<file path="src/hw/ast_pkg.sv">
// Purpose: shared constants and types for the async serial transceiver
// Assumes: 32-bit APB register access, one system clock
// Notes:   register offsets are byte addresses
package ast_pkg;

  // ==========================================================
  // register map
  localparam logic [7:0] AST_OFS_CTRL   = 8'h00;
  localparam logic [7:0] AST_OFS_STATUS = 8'h04;
  localparam logic [7:0] AST_OFS_DATA   = 8'h08;

  // ==========================================================
  // control field positions
  localparam int AST_CB_BRG_LO  = 0;
  localparam int AST_CB_PAR_EN  = 3;
  localparam int AST_CB_EVEN    = 4;
  localparam int AST_CB_TSTOP2  = 5;
  localparam int AST_CB_RXE     = 6;
  localparam int AST_CB_TXE     = 7;
  localparam int AST_CB_RSTOP2  = 8;

  // status field positions
  localparam int AST_SB_TRANSMIT_BUFFER_EMPTY_FLAG    = 2;
  localparam int AST_SB_TRANSMIT_COMPLETE_FLAG    = 3;
  localparam int AST_SB_RECEIVE_FULL_FLAG    = 4;
  localparam int AST_SB_OVERRUN_FLAG    = 5;
  localparam int AST_SB_FRAMING_FAULT_FLAG    = 6;
  localparam int AST_SB_PARITY_FAULT_FLAG    = 7;

  // ==========================================================
  // baud divider codes and divisors
  localparam logic [2:0] AST_BRG_TIMER = 3'h6;
  localparam logic [8:0] AST_DIV_13    = 9'h00D;
  localparam logic [8:0] AST_DIV_26    = 9'h01A;
  localparam logic [8:0] AST_DIV_52    = 9'h034;
  localparam logic [8:0] AST_DIV_104   = 9'h068;
  localparam logic [8:0] AST_DIV_208   = 9'h0D0;
  localparam logic [8:0] AST_DIV_416   = 9'h1A0;
  localparam logic [8:0] AST_DIV_96    = 9'h060;

  // ==========================================================
  // receiver sample ticks, frame sizes
  localparam logic [3:0] AST_RT_S7     = 4'h7;
  localparam logic [3:0] AST_RT_S8     = 4'h8;
  localparam logic [3:0] AST_RT_VOTE   = 4'h9;
  localparam logic [3:0] AST_RT_LAST   = 4'hF;
  localparam logic [3:0] AST_RT_FIRST  = 4'h1;
  localparam logic [2:0] AST_DATA_LAST = 3'h7;
  localparam logic [3:0] AST_TX_BASE   = 4'hA;

  typedef enum logic [2:0] {
    AST_RX_IDLE, AST_RX_START, AST_RX_DATA, AST_RX_PAR, AST_RX_STOP
  } ast_rx_st_t;

  typedef struct packed {
    logic        psel;
    logic        penable;
    logic        pwrite;
    logic [7:0]  paddr;
    logic [31:0] pwdata;
  } ast_apb_req_t;

  typedef struct packed {
    logic [31:0] prdata;
    logic        pready;
    logic        pslverr;
  } ast_apb_rsp_t;

endpackage : ast_pkg

</file>
<file path="src/hw/ast_uart.sv">
// Purpose: async serial transceiver with APB register access
// Assumes: i_rxd and i_timer_tick synchronous to i_clock
// Notes:   one wait state on every APB access
//
// The APB register port and the register addresses were left to the implementer.
`timescale 1ns/1ps
`default_nettype none

// Contract
// - transmit one or two high stop bits per stop-length setting
// - parity bit only when enabled, odd or even, shared by both directions
// - valid buffer write clears empty flag; frame is start, data, parity, stops
// - when shifting begins set empty flag and pulse transmit interrupt
// - line stays high while disabled and until the first byte is written; a frame in flight at disable still finishes
// - buffer write without prior status read is ignored, flag stays set
// - after stop bits load data only, set full flag, pulse receive interrupt
// - new character while buffer full sets overrun, character discarded
// - no reception while the overrun flag is set
// - receive disable takes effect only after the character in progress
// - parity fault flag set when received parity disagrees
// - framing fault flag set when a stop bit samples low
// - error and full flags clear on buffer read after status read
// - overrun set after the status read survives the buffer read
// - complete flag set when done and buffer empty; cleared at next start
// - both directions use the selected baud divider
// - sample each bit at ticks 7, 8, 9 of 16, majority decides
// - divider codes give 13..416, timer tick, or 96
module ast_uart
  import ast_pkg::*;
(
  input  wire logic         i_clock,
  input  wire logic         i_arst_n,
  input  wire ast_apb_req_t i_apb,
  output var  ast_apb_rsp_t o_apb,
  input  wire logic         i_rxd,
  input  wire logic         i_timer_tick,
  output var  logic         o_txd,
  output var  logic         o_transmit_interrupt,
  output var  logic         o_receive_interrupt
);

  // ==========================================================
  // state
  typedef struct packed {
    logic        transmit_enable;
    logic        receive_enable;
    logic        tx_stop_length;
    logic        rx_stop_length;
    logic        parity_even;
    logic        parity_enable;
    logic [2:0]  baud_divider_select;
    logic [8:0]  div_cnt;
    logic [7:0]  transmit_holding_buffer;
    logic        transmit_buffer_empty_flag;
    logic        transmit_complete_flag;
    logic        tx_armed;
    logic        rx_armed;
    logic        overrun_flag_seen;
    logic        tx_busy;
    logic [10:0] tx_sr;
    logic [3:0]  tx_bits;
    logic [3:0]  tx_tick;
    logic        txd;
    ast_rx_st_t  rx_st;
    logic [3:0]  receiver_sample_tick;
    logic [2:0]  rx_cnt;
    logic        s7;
    logic        s8;
    logic [7:0]  rx_sr;
    logic        rx_par;
    logic        rx_framing_fault_flag;
    logic [7:0]  receive_holding_buffer;
    logic        receive_full_flag;
    logic        parity_fault_flag;
    logic        framing_fault_flag;
    logic        overrun_flag;
    logic        txi;
    logic        rxi;
    ast_apb_rsp_t apb;
  } ast_state_t;

  ast_state_t st_q;
  ast_state_t st_d;
  logic       rst_meta_q;
  logic       rst_n_q;

  // ==========================================================
  // functions
  function automatic logic [8:0] baud_div(input logic [2:0] sel);
    case (sel)
      3'h0:    baud_div = AST_DIV_13;
      3'h1:    baud_div = AST_DIV_26;
      3'h2:    baud_div = AST_DIV_52;
      3'h3:    baud_div = AST_DIV_104;
      3'h4:    baud_div = AST_DIV_208;
      3'h5:    baud_div = AST_DIV_416;
      default: baud_div = AST_DIV_96;
    endcase
  endfunction : baud_div

  function automatic logic par_of(input logic [7:0] d, input logic even);
    par_of = even ? ^d : ~^d;
  endfunction : par_of

  // ==========================================================
  // reset release
  always_ff @(posedge i_clock or negedge i_arst_n) begin
    if (!i_arst_n) begin
      rst_meta_q <= 1'b0;
      rst_n_q    <= 1'b0;
    end else begin
      rst_meta_q <= 1'b1;
      rst_n_q    <= rst_meta_q;
    end
  end

  // ==========================================================
  // next state
  logic        acc;
  logic        done;
  logic        tick;
  logic        vote;
  logic        fin_ok;
  logic [31:0] rd_val;
  logic        mapped;
  logic [10:0] tail;

  always_comb begin
    st_d   = st_q;
    acc    = i_apb.psel & i_apb.penable;
    done   = acc & st_q.apb.pready;
    tick   = 1'b0;
    vote   = 1'b0;
    fin_ok = 1'b0;
    tail   = '0;
    st_d.txi = 1'b0;
    st_d.rxi = 1'b0;

    // register read value
    rd_val = '0;
    mapped = 1'b1;
    case (i_apb.paddr)
      AST_OFS_CTRL: begin
        rd_val[AST_CB_BRG_LO +: 3] = st_q.baud_divider_select;
        rd_val[AST_CB_PAR_EN]      = st_q.parity_enable;
        rd_val[AST_CB_EVEN]        = st_q.parity_even;
        rd_val[AST_CB_TSTOP2]      = st_q.tx_stop_length;
        rd_val[AST_CB_RXE]         = st_q.receive_enable;
        rd_val[AST_CB_TXE]         = st_q.transmit_enable;
        rd_val[AST_CB_RSTOP2]      = st_q.rx_stop_length;
      end
      AST_OFS_STATUS: begin
        rd_val[AST_SB_TRANSMIT_BUFFER_EMPTY_FLAG] = st_q.transmit_buffer_empty_flag;
        rd_val[AST_SB_TRANSMIT_COMPLETE_FLAG] = st_q.transmit_complete_flag;
        rd_val[AST_SB_RECEIVE_FULL_FLAG] = st_q.receive_full_flag;
        rd_val[AST_SB_OVERRUN_FLAG] = st_q.overrun_flag;
        rd_val[AST_SB_FRAMING_FAULT_FLAG] = st_q.framing_fault_flag;
        rd_val[AST_SB_PARITY_FAULT_FLAG] = st_q.parity_fault_flag;
      end
      AST_OFS_DATA: rd_val[7:0] = st_q.receive_holding_buffer;
      default:      mapped = 1'b0;
    endcase

    // registered answer costs one wait state but keeps outputs on flops
    st_d.apb.pready = acc & ~st_q.apb.pready;
    if (acc && !st_q.apb.pready) begin
      st_d.apb.prdata  = i_apb.pwrite ? 32'h0000_0000 : rd_val;
      st_d.apb.pslverr = ~mapped;
    end

    // ========================================================
    // register side effects, taken at the completing edge
    if (done && i_apb.pwrite) begin
      if (i_apb.paddr == AST_OFS_CTRL) begin
        st_d.baud_divider_select = i_apb.pwdata[AST_CB_BRG_LO +: 3];
        st_d.parity_enable       = i_apb.pwdata[AST_CB_PAR_EN];
        st_d.parity_even         = i_apb.pwdata[AST_CB_EVEN];
        st_d.tx_stop_length      = i_apb.pwdata[AST_CB_TSTOP2];
        st_d.receive_enable      = i_apb.pwdata[AST_CB_RXE];
        st_d.transmit_enable     = i_apb.pwdata[AST_CB_TXE];
        st_d.rx_stop_length      = i_apb.pwdata[AST_CB_RSTOP2];
      end
      if (i_apb.paddr == AST_OFS_DATA) begin
        st_d.tx_armed = 1'b0;
        if (st_q.tx_armed && st_q.transmit_buffer_empty_flag && st_q.transmit_enable) begin
          st_d.transmit_holding_buffer    = i_apb.pwdata[7:0];
          st_d.transmit_buffer_empty_flag = 1'b0;
        end
      end
    end
    if (done && !i_apb.pwrite) begin
      if (i_apb.paddr == AST_OFS_STATUS) begin
        st_d.tx_armed  = 1'b1;
        st_d.rx_armed  = 1'b1;
        st_d.overrun_flag_seen = st_q.overrun_flag;
      end
      if (i_apb.paddr == AST_OFS_DATA) begin
        st_d.rx_armed = 1'b0;
        if (st_q.rx_armed) begin
          st_d.receive_full_flag  = 1'b0;
          st_d.parity_fault_flag  = 1'b0;
          st_d.framing_fault_flag = 1'b0;
          if (st_q.overrun_flag_seen) begin
            st_d.overrun_flag = 1'b0;
          end
        end
      end
    end

    // ========================================================
    // baud tick, sixteen per bit
    if (st_q.baud_divider_select == AST_BRG_TIMER) begin
      tick = i_timer_tick;
    end else if (st_q.div_cnt >= baud_div(st_q.baud_divider_select) - 9'h001) begin
      st_d.div_cnt = '0;
      tick         = 1'b1;
    end else begin
      st_d.div_cnt = st_q.div_cnt + 9'h001;
    end

    // ========================================================
    // transmitter; disable only blocks the next load, not a frame in flight
    if (st_q.tx_busy) begin
      if (tick) begin
        st_d.tx_tick = st_q.tx_tick + 4'h1;
        if (st_q.tx_tick == AST_RT_LAST) begin
          if (st_q.tx_bits == 4'h1) begin
            st_d.tx_busy = 1'b0;
            st_d.txd     = 1'b1;
            st_d.transmit_complete_flag = st_d.transmit_buffer_empty_flag;
          end else begin
            st_d.txd     = st_q.tx_sr[0];
            st_d.tx_sr   = {1'b1, st_q.tx_sr[10:1]};
            st_d.tx_bits = st_q.tx_bits - 4'h1;
          end
        end
      end
    end else if (!st_q.transmit_buffer_empty_flag && st_q.transmit_enable) begin
      if (st_q.parity_enable) begin
        tail = {2'b11, par_of(st_q.transmit_holding_buffer, st_q.parity_even),
                st_q.transmit_holding_buffer};
      end else begin
        tail = {3'b111, st_q.transmit_holding_buffer};
      end
      st_d.tx_sr   = tail;
      st_d.txd     = 1'b0;
      st_d.tx_busy = 1'b1;
      st_d.tx_tick = '0;
      st_d.tx_bits = AST_TX_BASE + {3'h0, st_q.parity_enable}
                     + {3'h0, st_q.tx_stop_length};
      st_d.transmit_buffer_empty_flag = 1'b1;
      st_d.txi = 1'b1;
      st_d.transmit_complete_flag = 1'b0;
    end

    // ========================================================
    // receiver
    if (tick) begin
      case (st_q.rx_st)
        AST_RX_IDLE: begin
          // enable sampled only here, so clearing it lets a frame finish
          if (st_q.receive_enable && !st_q.overrun_flag && !i_rxd) begin
            st_d.rx_st = AST_RX_START;
            st_d.receiver_sample_tick = AST_RT_FIRST;
            st_d.rx_framing_fault_flag = 1'b0;
          end
        end
        default: begin
          st_d.receiver_sample_tick = st_q.receiver_sample_tick + 4'h1;
          if (st_q.receiver_sample_tick == AST_RT_S7) begin
            st_d.s7 = i_rxd;
          end
          if (st_q.receiver_sample_tick == AST_RT_S8) begin
            st_d.s8 = i_rxd;
          end
          if (st_q.receiver_sample_tick == AST_RT_VOTE) begin
            vote = (st_q.s7 & st_q.s8) | (st_q.s7 & i_rxd) | (st_q.s8 & i_rxd);
            case (st_q.rx_st)
              AST_RX_START: begin
                st_d.rx_st  = vote ? AST_RX_IDLE : AST_RX_DATA;
                st_d.rx_cnt = '0;
              end
              AST_RX_DATA: begin
                st_d.rx_sr = {vote, st_q.rx_sr[7:1]};
                st_d.rx_cnt = st_q.rx_cnt + 3'h1;
                if (st_q.rx_cnt == AST_DATA_LAST) begin
                  st_d.rx_st  = st_q.parity_enable ? AST_RX_PAR : AST_RX_STOP;
                  st_d.rx_cnt = '0;
                end
              end
              AST_RX_PAR: begin
                st_d.rx_par = vote;
                st_d.rx_st  = AST_RX_STOP;
              end
              AST_RX_STOP: begin
                st_d.rx_framing_fault_flag = st_q.rx_framing_fault_flag | ~vote;
                if (st_q.rx_stop_length && st_q.rx_cnt == 3'h0) begin
                  st_d.rx_cnt = 3'h1;
                end else begin
                  st_d.rx_st = AST_RX_IDLE;
                  fin_ok     = 1'b1;
                end
              end
              default: st_d.rx_st = AST_RX_IDLE;
            endcase
          end
        end
      endcase
    end

    // hardware sets come last so they win over a same-cycle clear
    if (fin_ok) begin
      if (st_q.receive_full_flag) begin
        st_d.overrun_flag = 1'b1;
      end else begin
        st_d.receive_holding_buffer = st_d.rx_sr;
        st_d.receive_full_flag      = 1'b1;
        st_d.rxi                    = 1'b1;
        st_d.framing_fault_flag     = st_d.rx_framing_fault_flag;
        st_d.parity_fault_flag      = st_q.parity_enable
                                      & (st_q.rx_par != par_of(st_q.rx_sr, st_q.parity_even));
      end
    end
  end

  // ==========================================================
  // registers
  always_ff @(posedge i_clock or negedge rst_n_q) begin
    if (!rst_n_q) begin
      st_q      <= '0;
      st_q.txd  <= 1'b1;
      st_q.transmit_buffer_empty_flag <= 1'b1;
      st_q.transmit_complete_flag     <= 1'b1;
      st_q.rx_st <= AST_RX_IDLE;
    end else begin
      st_q <= st_d;
    end
  end

  assign o_apb                = st_q.apb;
  assign o_txd                = st_q.txd;
  assign o_transmit_interrupt = st_q.txi;
  assign o_receive_interrupt  = st_q.rxi;

endmodule : ast_uart

`default_nettype wire

</file>
<file path="config.mk">
export PLATFORM = sky130hd
export DESIGN_NAME = ast_uart
export DESIGN_NICKNAME = d
export VERILOG_FILES = /design/src/hw/ast_pkg.sv /design/src/hw/ast_uart.sv
export SDC_FILE = /design/constraint.sdc
export NUM_CORES = 1
export LEC_CHECK = 0
export BUFFER_PORTS_ARGS = -buffer_cell sky130_fd_sc_hd__buf_2
export CAP_MARGIN = 40
export CELL_PAD_IN_SITES_DETAIL_PLACEMENT = 1
export CELL_PAD_IN_SITES_GLOBAL_PLACEMENT = 2
export CORE_AREA = 2 2 126 128
export DETAILED_ROUTE_END_ITERATION = 16
export DIE_AREA = 0 0 128 130
export PLACE_DENSITY_LB_ADDON = 0.1
export SLEW_MARGIN = 30
export SYNTH_ARGS = -nofsm -noshare
export SYNTH_HDL_FRONTEND = slang
export SYNTH_SLANG_ARGS = --single-unit
export TNS_END_PERCENT = 1
</file>
<file path="constraint.sdc">
create_clock -name i_clock -period 4.2 [get_ports i_clock]
set_input_delay 0.42 -clock i_clock [delete_from_list [all_inputs] [get_ports i_clock]]
set_output_delay 0.42 -clock i_clock [all_outputs]
set_load 0.01 [all_outputs]
</file>
==> impl_results.md <==
- Largest net degree at the start of global routing: 47
- Total number of vias: 3,885
- Routed via count divided by cell count: 5.14
- Dpl cells: 739
- Layer with the highest usage after global routing: met2
- Worst setup slack before clock tree synthesis: 0.517 ns
- Met1 usage: 21.6%
- Count of pins over their slew limit: 0
- CP endpoint kind: register
- Nets@finish: 628
- Setup tns final: 0 ns
- Logic depth of the worst register-to-register path: 13
- Number of antenna repair diodes: 0
- Overall fraction of global-route tracks in use: 16.7%
- Global route total overflow: 0
- Worst stage delay on the critical path: 0.51 ns
- Post-synth EDFFs: 0
- Gate count after technology mapping: 530
- Post-synth cell types: 68
- Initial antenna violation count: 0
- Total of flip-flops plus latches after synthesis: 101
- DRC viols: 0
- Crit path time final: 3.67 ns
- Mux cell area share after synthesis: 9.83%
- Transition time at the pin with the least slew margin: 0.764 ns
- Global-route wire length before repair: 21.7 mm
- Adder-cell share of the synthesized area: 5.17%
- Via count of the first global-routing pass: 4,138
- Async set-or-reset flop fraction in the synthesized netlist: 100%
- Maximum clock frequency: 273 MHz
- Clk root buf: sky130_fd_sc_hd__clkbuf_16
- Count of nets left with antenna violations after detail routing: 0
- Layout Area Growth over Synthesis: 10.2%
- Standard cell with the maximum stage delay on the critical path: sky130_fd_sc_hd__dfrtp_1
- Main combinational cell family by area after synthesis: simple AND/OR/NAND/NOR gates
- First-pass iteration count of the detailed router: 4
- Clock tree from TritonCTS: built
- Clock latency reported for the late side of the worst-skew pair: 0.35 ns
- Post-Syn Area per Cell: 10.4 um^2
- Detailed placer's ending HPWL: 9.54 mm
- CTS clock-pin slew for the worst setup and hold paths: 0.07 ns
- Most common flop cell mapped by yosys: sky130_fd_sc_hd__dfrtp_1
- Maximum number of buffers from clock root to sink: 2
- Row cnt: 46
- Power density over the cells: 390 nW/um^2
- Final WS setup: 0.533 ns
- Resized Gates After CTS: 0
- Fraction of the yosys area taken by sequential cells: 45.8%
- Peak fanout along the critical path: 13
- Worst relative slew slack: 49.0%
- RSZ-0062 raised after global routing: no
- Final hold violations: 0
- Met2 layer usage reported by global route: 28.2%
- Final cycle utilization of the critical path: 87.3%
- Depth of the CTS H-tree: 3
- Register-to-register setup slack: 0.53 ns
- Area of the placeable core: 15,400 um^2
- Result of the run: finished, final reports clean
- Yosys warnings: 0
- PortBufs: 37
- Die width: 128 um
- Skew final: 0.0112 ns
- Number of primary I/O pins: 84
- Die Height: 130 um
- Leak Pwr: 2.87 nW
- Post-Synth Simple-Gate Area: 14.4%
- Fraction of synthesized cell area in xor and xnor cells: 3.65%
- Crit Path Category: reg -> reg
- Nature of the critical path startpoint: register
- Number of buffers inserted during clock tree synthesis: 9
- RR Endpoint: st_q[77]$_DFFE_PN0P_
- Maximum capacitance violations: 0
- Hold crit path type: reg -> async
- Met3 Usage GRT: 4.14%
- Data arrival time of the critical path: 3.90 ns
- Non-filler instance count after layout: 756
- Fraction of final layout cells with drive strength greater than 1: 21.8%
- Area fraction in compound gates after synthesis: 13.8%
- Largest vdd supply drop: 0.219 mV
- Area of the die: 16,600 um^2
- DRT Wirelength: 12.8 mm
- Routability congestion estimate: 0.746
- Effective utilization at floorplan: 35.8%
- Final-report setup violation count: 0
- Routed wire per std cell: 16.9 um
- Data required time at the worst endpoint: 4.43 ns
- Startpoint of the most critical register-to-register path: st_q[113]$_DFFE_PN0P_
- Clock sink total: 101
- Crit-path cells: nor2_1 > nand2_1 > ha_1 > a32o_1 > a21oi_1 > ha_1 > a21oi_1 > and3b_2 > a21o_2 > o22ai_4 > nor2_2 > a32o_1 > a22o_1
- Combined area of all synthesized cells: 5520 um^2
- Starting DRC count in detailed routing: 143
-- report_power, final --
part,internal [mW],total [mW],switching [mW]
registers,1.09,1.19,0.101
logic,0.174,0.369,0.195
clock network,0.450,0.808,0.358
total,1.72,2.37,0.654
-- routing by layer --
metal  vias to the layer above  share of wire, %
li1                       1875                 -
met1                      1940                48
met2                        60                47
met3                        10               3.3
met4                         0              0.89
met5                         -                 0
-- logic make-up after synthesis --
family / after synthesis
AOI/OAI and AO/OA: 117
muxes: 47
and+or+nand+nor: 150
DFF: 101
buffers and inverters: 67
xor gates and xnor gates: 23
adders and majority gates: 23
other: 2
-- cell usage after synthesis (all sizes together), types with 4 or more instances --
cell type   n  area [um^2]
a21o        4         31.3
a21oi      31          170
a22o        9         78.8
a22oi       8         60.1
and3        6         43.8
buf        41          294
clkbuf      9         33.8
dfrtp      98         2450
ha         22          275
inv        17         63.8
mux2       37          443
mux2i      10          100
nand2      47          179
nand2b      7         43.8
nand3      20          113
nand3b      6         48.8
nor2       33          129
nor2b       4         25.0
nor3        6         35.0
nor4        4         25.0
o21ai      46          249
o31ai       4         30.0
xnor2      22          193
-- area by class of cell --
cell class / instances / area (um^2)
Tap cell: 192 / 240
Inverter: 17 / 63.8
Clock buffer: 13 / 270
Timing Repair Buffer: 46 / 275
Fill cell: 1749 / 9340
Clock inverter: 3 / 18.8
Multi-Input combinational cell: 384 / 2680
Sequential cell: 101 / 2530
-- registers in the layout, summed over array words and instances, names as in the netlist --
signal,flops
o_transmit_interrupt,1
o_txd,1
o_apb,11
rst_n_q,1
rst_meta_q,1
st_q,85
o_receive_interrupt,1
-- through the flow --
| step | area, um^2 | total power, mW | hold slack (ns) | utilization (%) |
|---|---|---|---|---|
| global route | 6080 | 2.52 | 0.298 | 39.4 |
| detailed placement | 5790 | 1.59 | 0.207 | 37.5 |
| CTS | 6080 | 2.41 | 0.276 | 39.4 |
| floorplan | 5600 | 1.49 | 0.124 | - |
| global placement | 5760 | 1.56 | 0.204 | 37.3 |
| finish | 6080 | 2.37 | 0.256 | 39.4 |
-- placed cells by master (no fill, tap or decap), types with 3 or more instances in the layout --
cell type	n
sky130_fd_sc_hd__a21o_1	3
sky130_fd_sc_hd__a21oi_1	29
sky130_fd_sc_hd__a22o_1	9
sky130_fd_sc_hd__a22oi_1	8
sky130_fd_sc_hd__and3_1	4
sky130_fd_sc_hd__buf_2	37
sky130_fd_sc_hd__buf_4	7
sky130_fd_sc_hd__clkbuf_16	9
sky130_fd_sc_hd__clkbuf_8	3
sky130_fd_sc_hd__conb_1	24
sky130_fd_sc_hd__dfrtp_1	97
sky130_fd_sc_hd__dfstp_2	3
sky130_fd_sc_hd__ha_1	22
sky130_fd_sc_hd__inv_1	17
sky130_fd_sc_hd__mux2_2	28
sky130_fd_sc_hd__mux2_4	7
sky130_fd_sc_hd__mux2i_1	10
sky130_fd_sc_hd__nand2_1	46
sky130_fd_sc_hd__nand2b_1	7
sky130_fd_sc_hd__nand3_1	19
sky130_fd_sc_hd__nand3b_1	5
sky130_fd_sc_hd__nor2_1	31
sky130_fd_sc_hd__nor2b_1	4
sky130_fd_sc_hd__nor3_1	5
sky130_fd_sc_hd__nor4_1	4
sky130_fd_sc_hd__o21ai_0	43
sky130_fd_sc_hd__o31ai_1	4
sky130_fd_sc_hd__xnor2_1	22
-- worst max-delay path by stage --
stage,from,to,slack [ns],depth (start not counted)
2_1_floorplan,st_q[115]$_DFFE_PN0P_,st_q[42]$_DFFE_PN0P_,0.91,14
3_3_place_gp,st_q[113]$_DFFE_PN0P_,st_q[37]$_DFF_PN0_,0.56,14
3_5_place_dp,st_q[113]$_DFFE_PN0P_,st_q[45]$_DFFE_PN0P_,0.52,13
4_1_cts,st_q[113]$_DFFE_PN0P_,st_q[77]$_DFFE_PN0P_,0.50,13
5_1_grt,st_q[113]$_DFFE_PN0P_,st_q[37]$_DFF_PN0_,0.25,14
6_report,st_q[113]$_DFFE_PN0P_,st_q[77]$_DFFE_PN0P_,0.53,13
-- critical path, delay by kind of cell (launching register included) --
kind / cells / cell delay (ns)
fa+ha+maj: 2 / 0.50
simple gates: 4 / 0.88
compound gates: 7 / 1.64
flops: 1 / 0.51
-- what timing repair did --
item	CTS	global route
endpoints found under the hold margin	2	0
hold buffers	1	0
setup buffers	0	0
No activity file was read; power rests on OpenSTA's default activity.
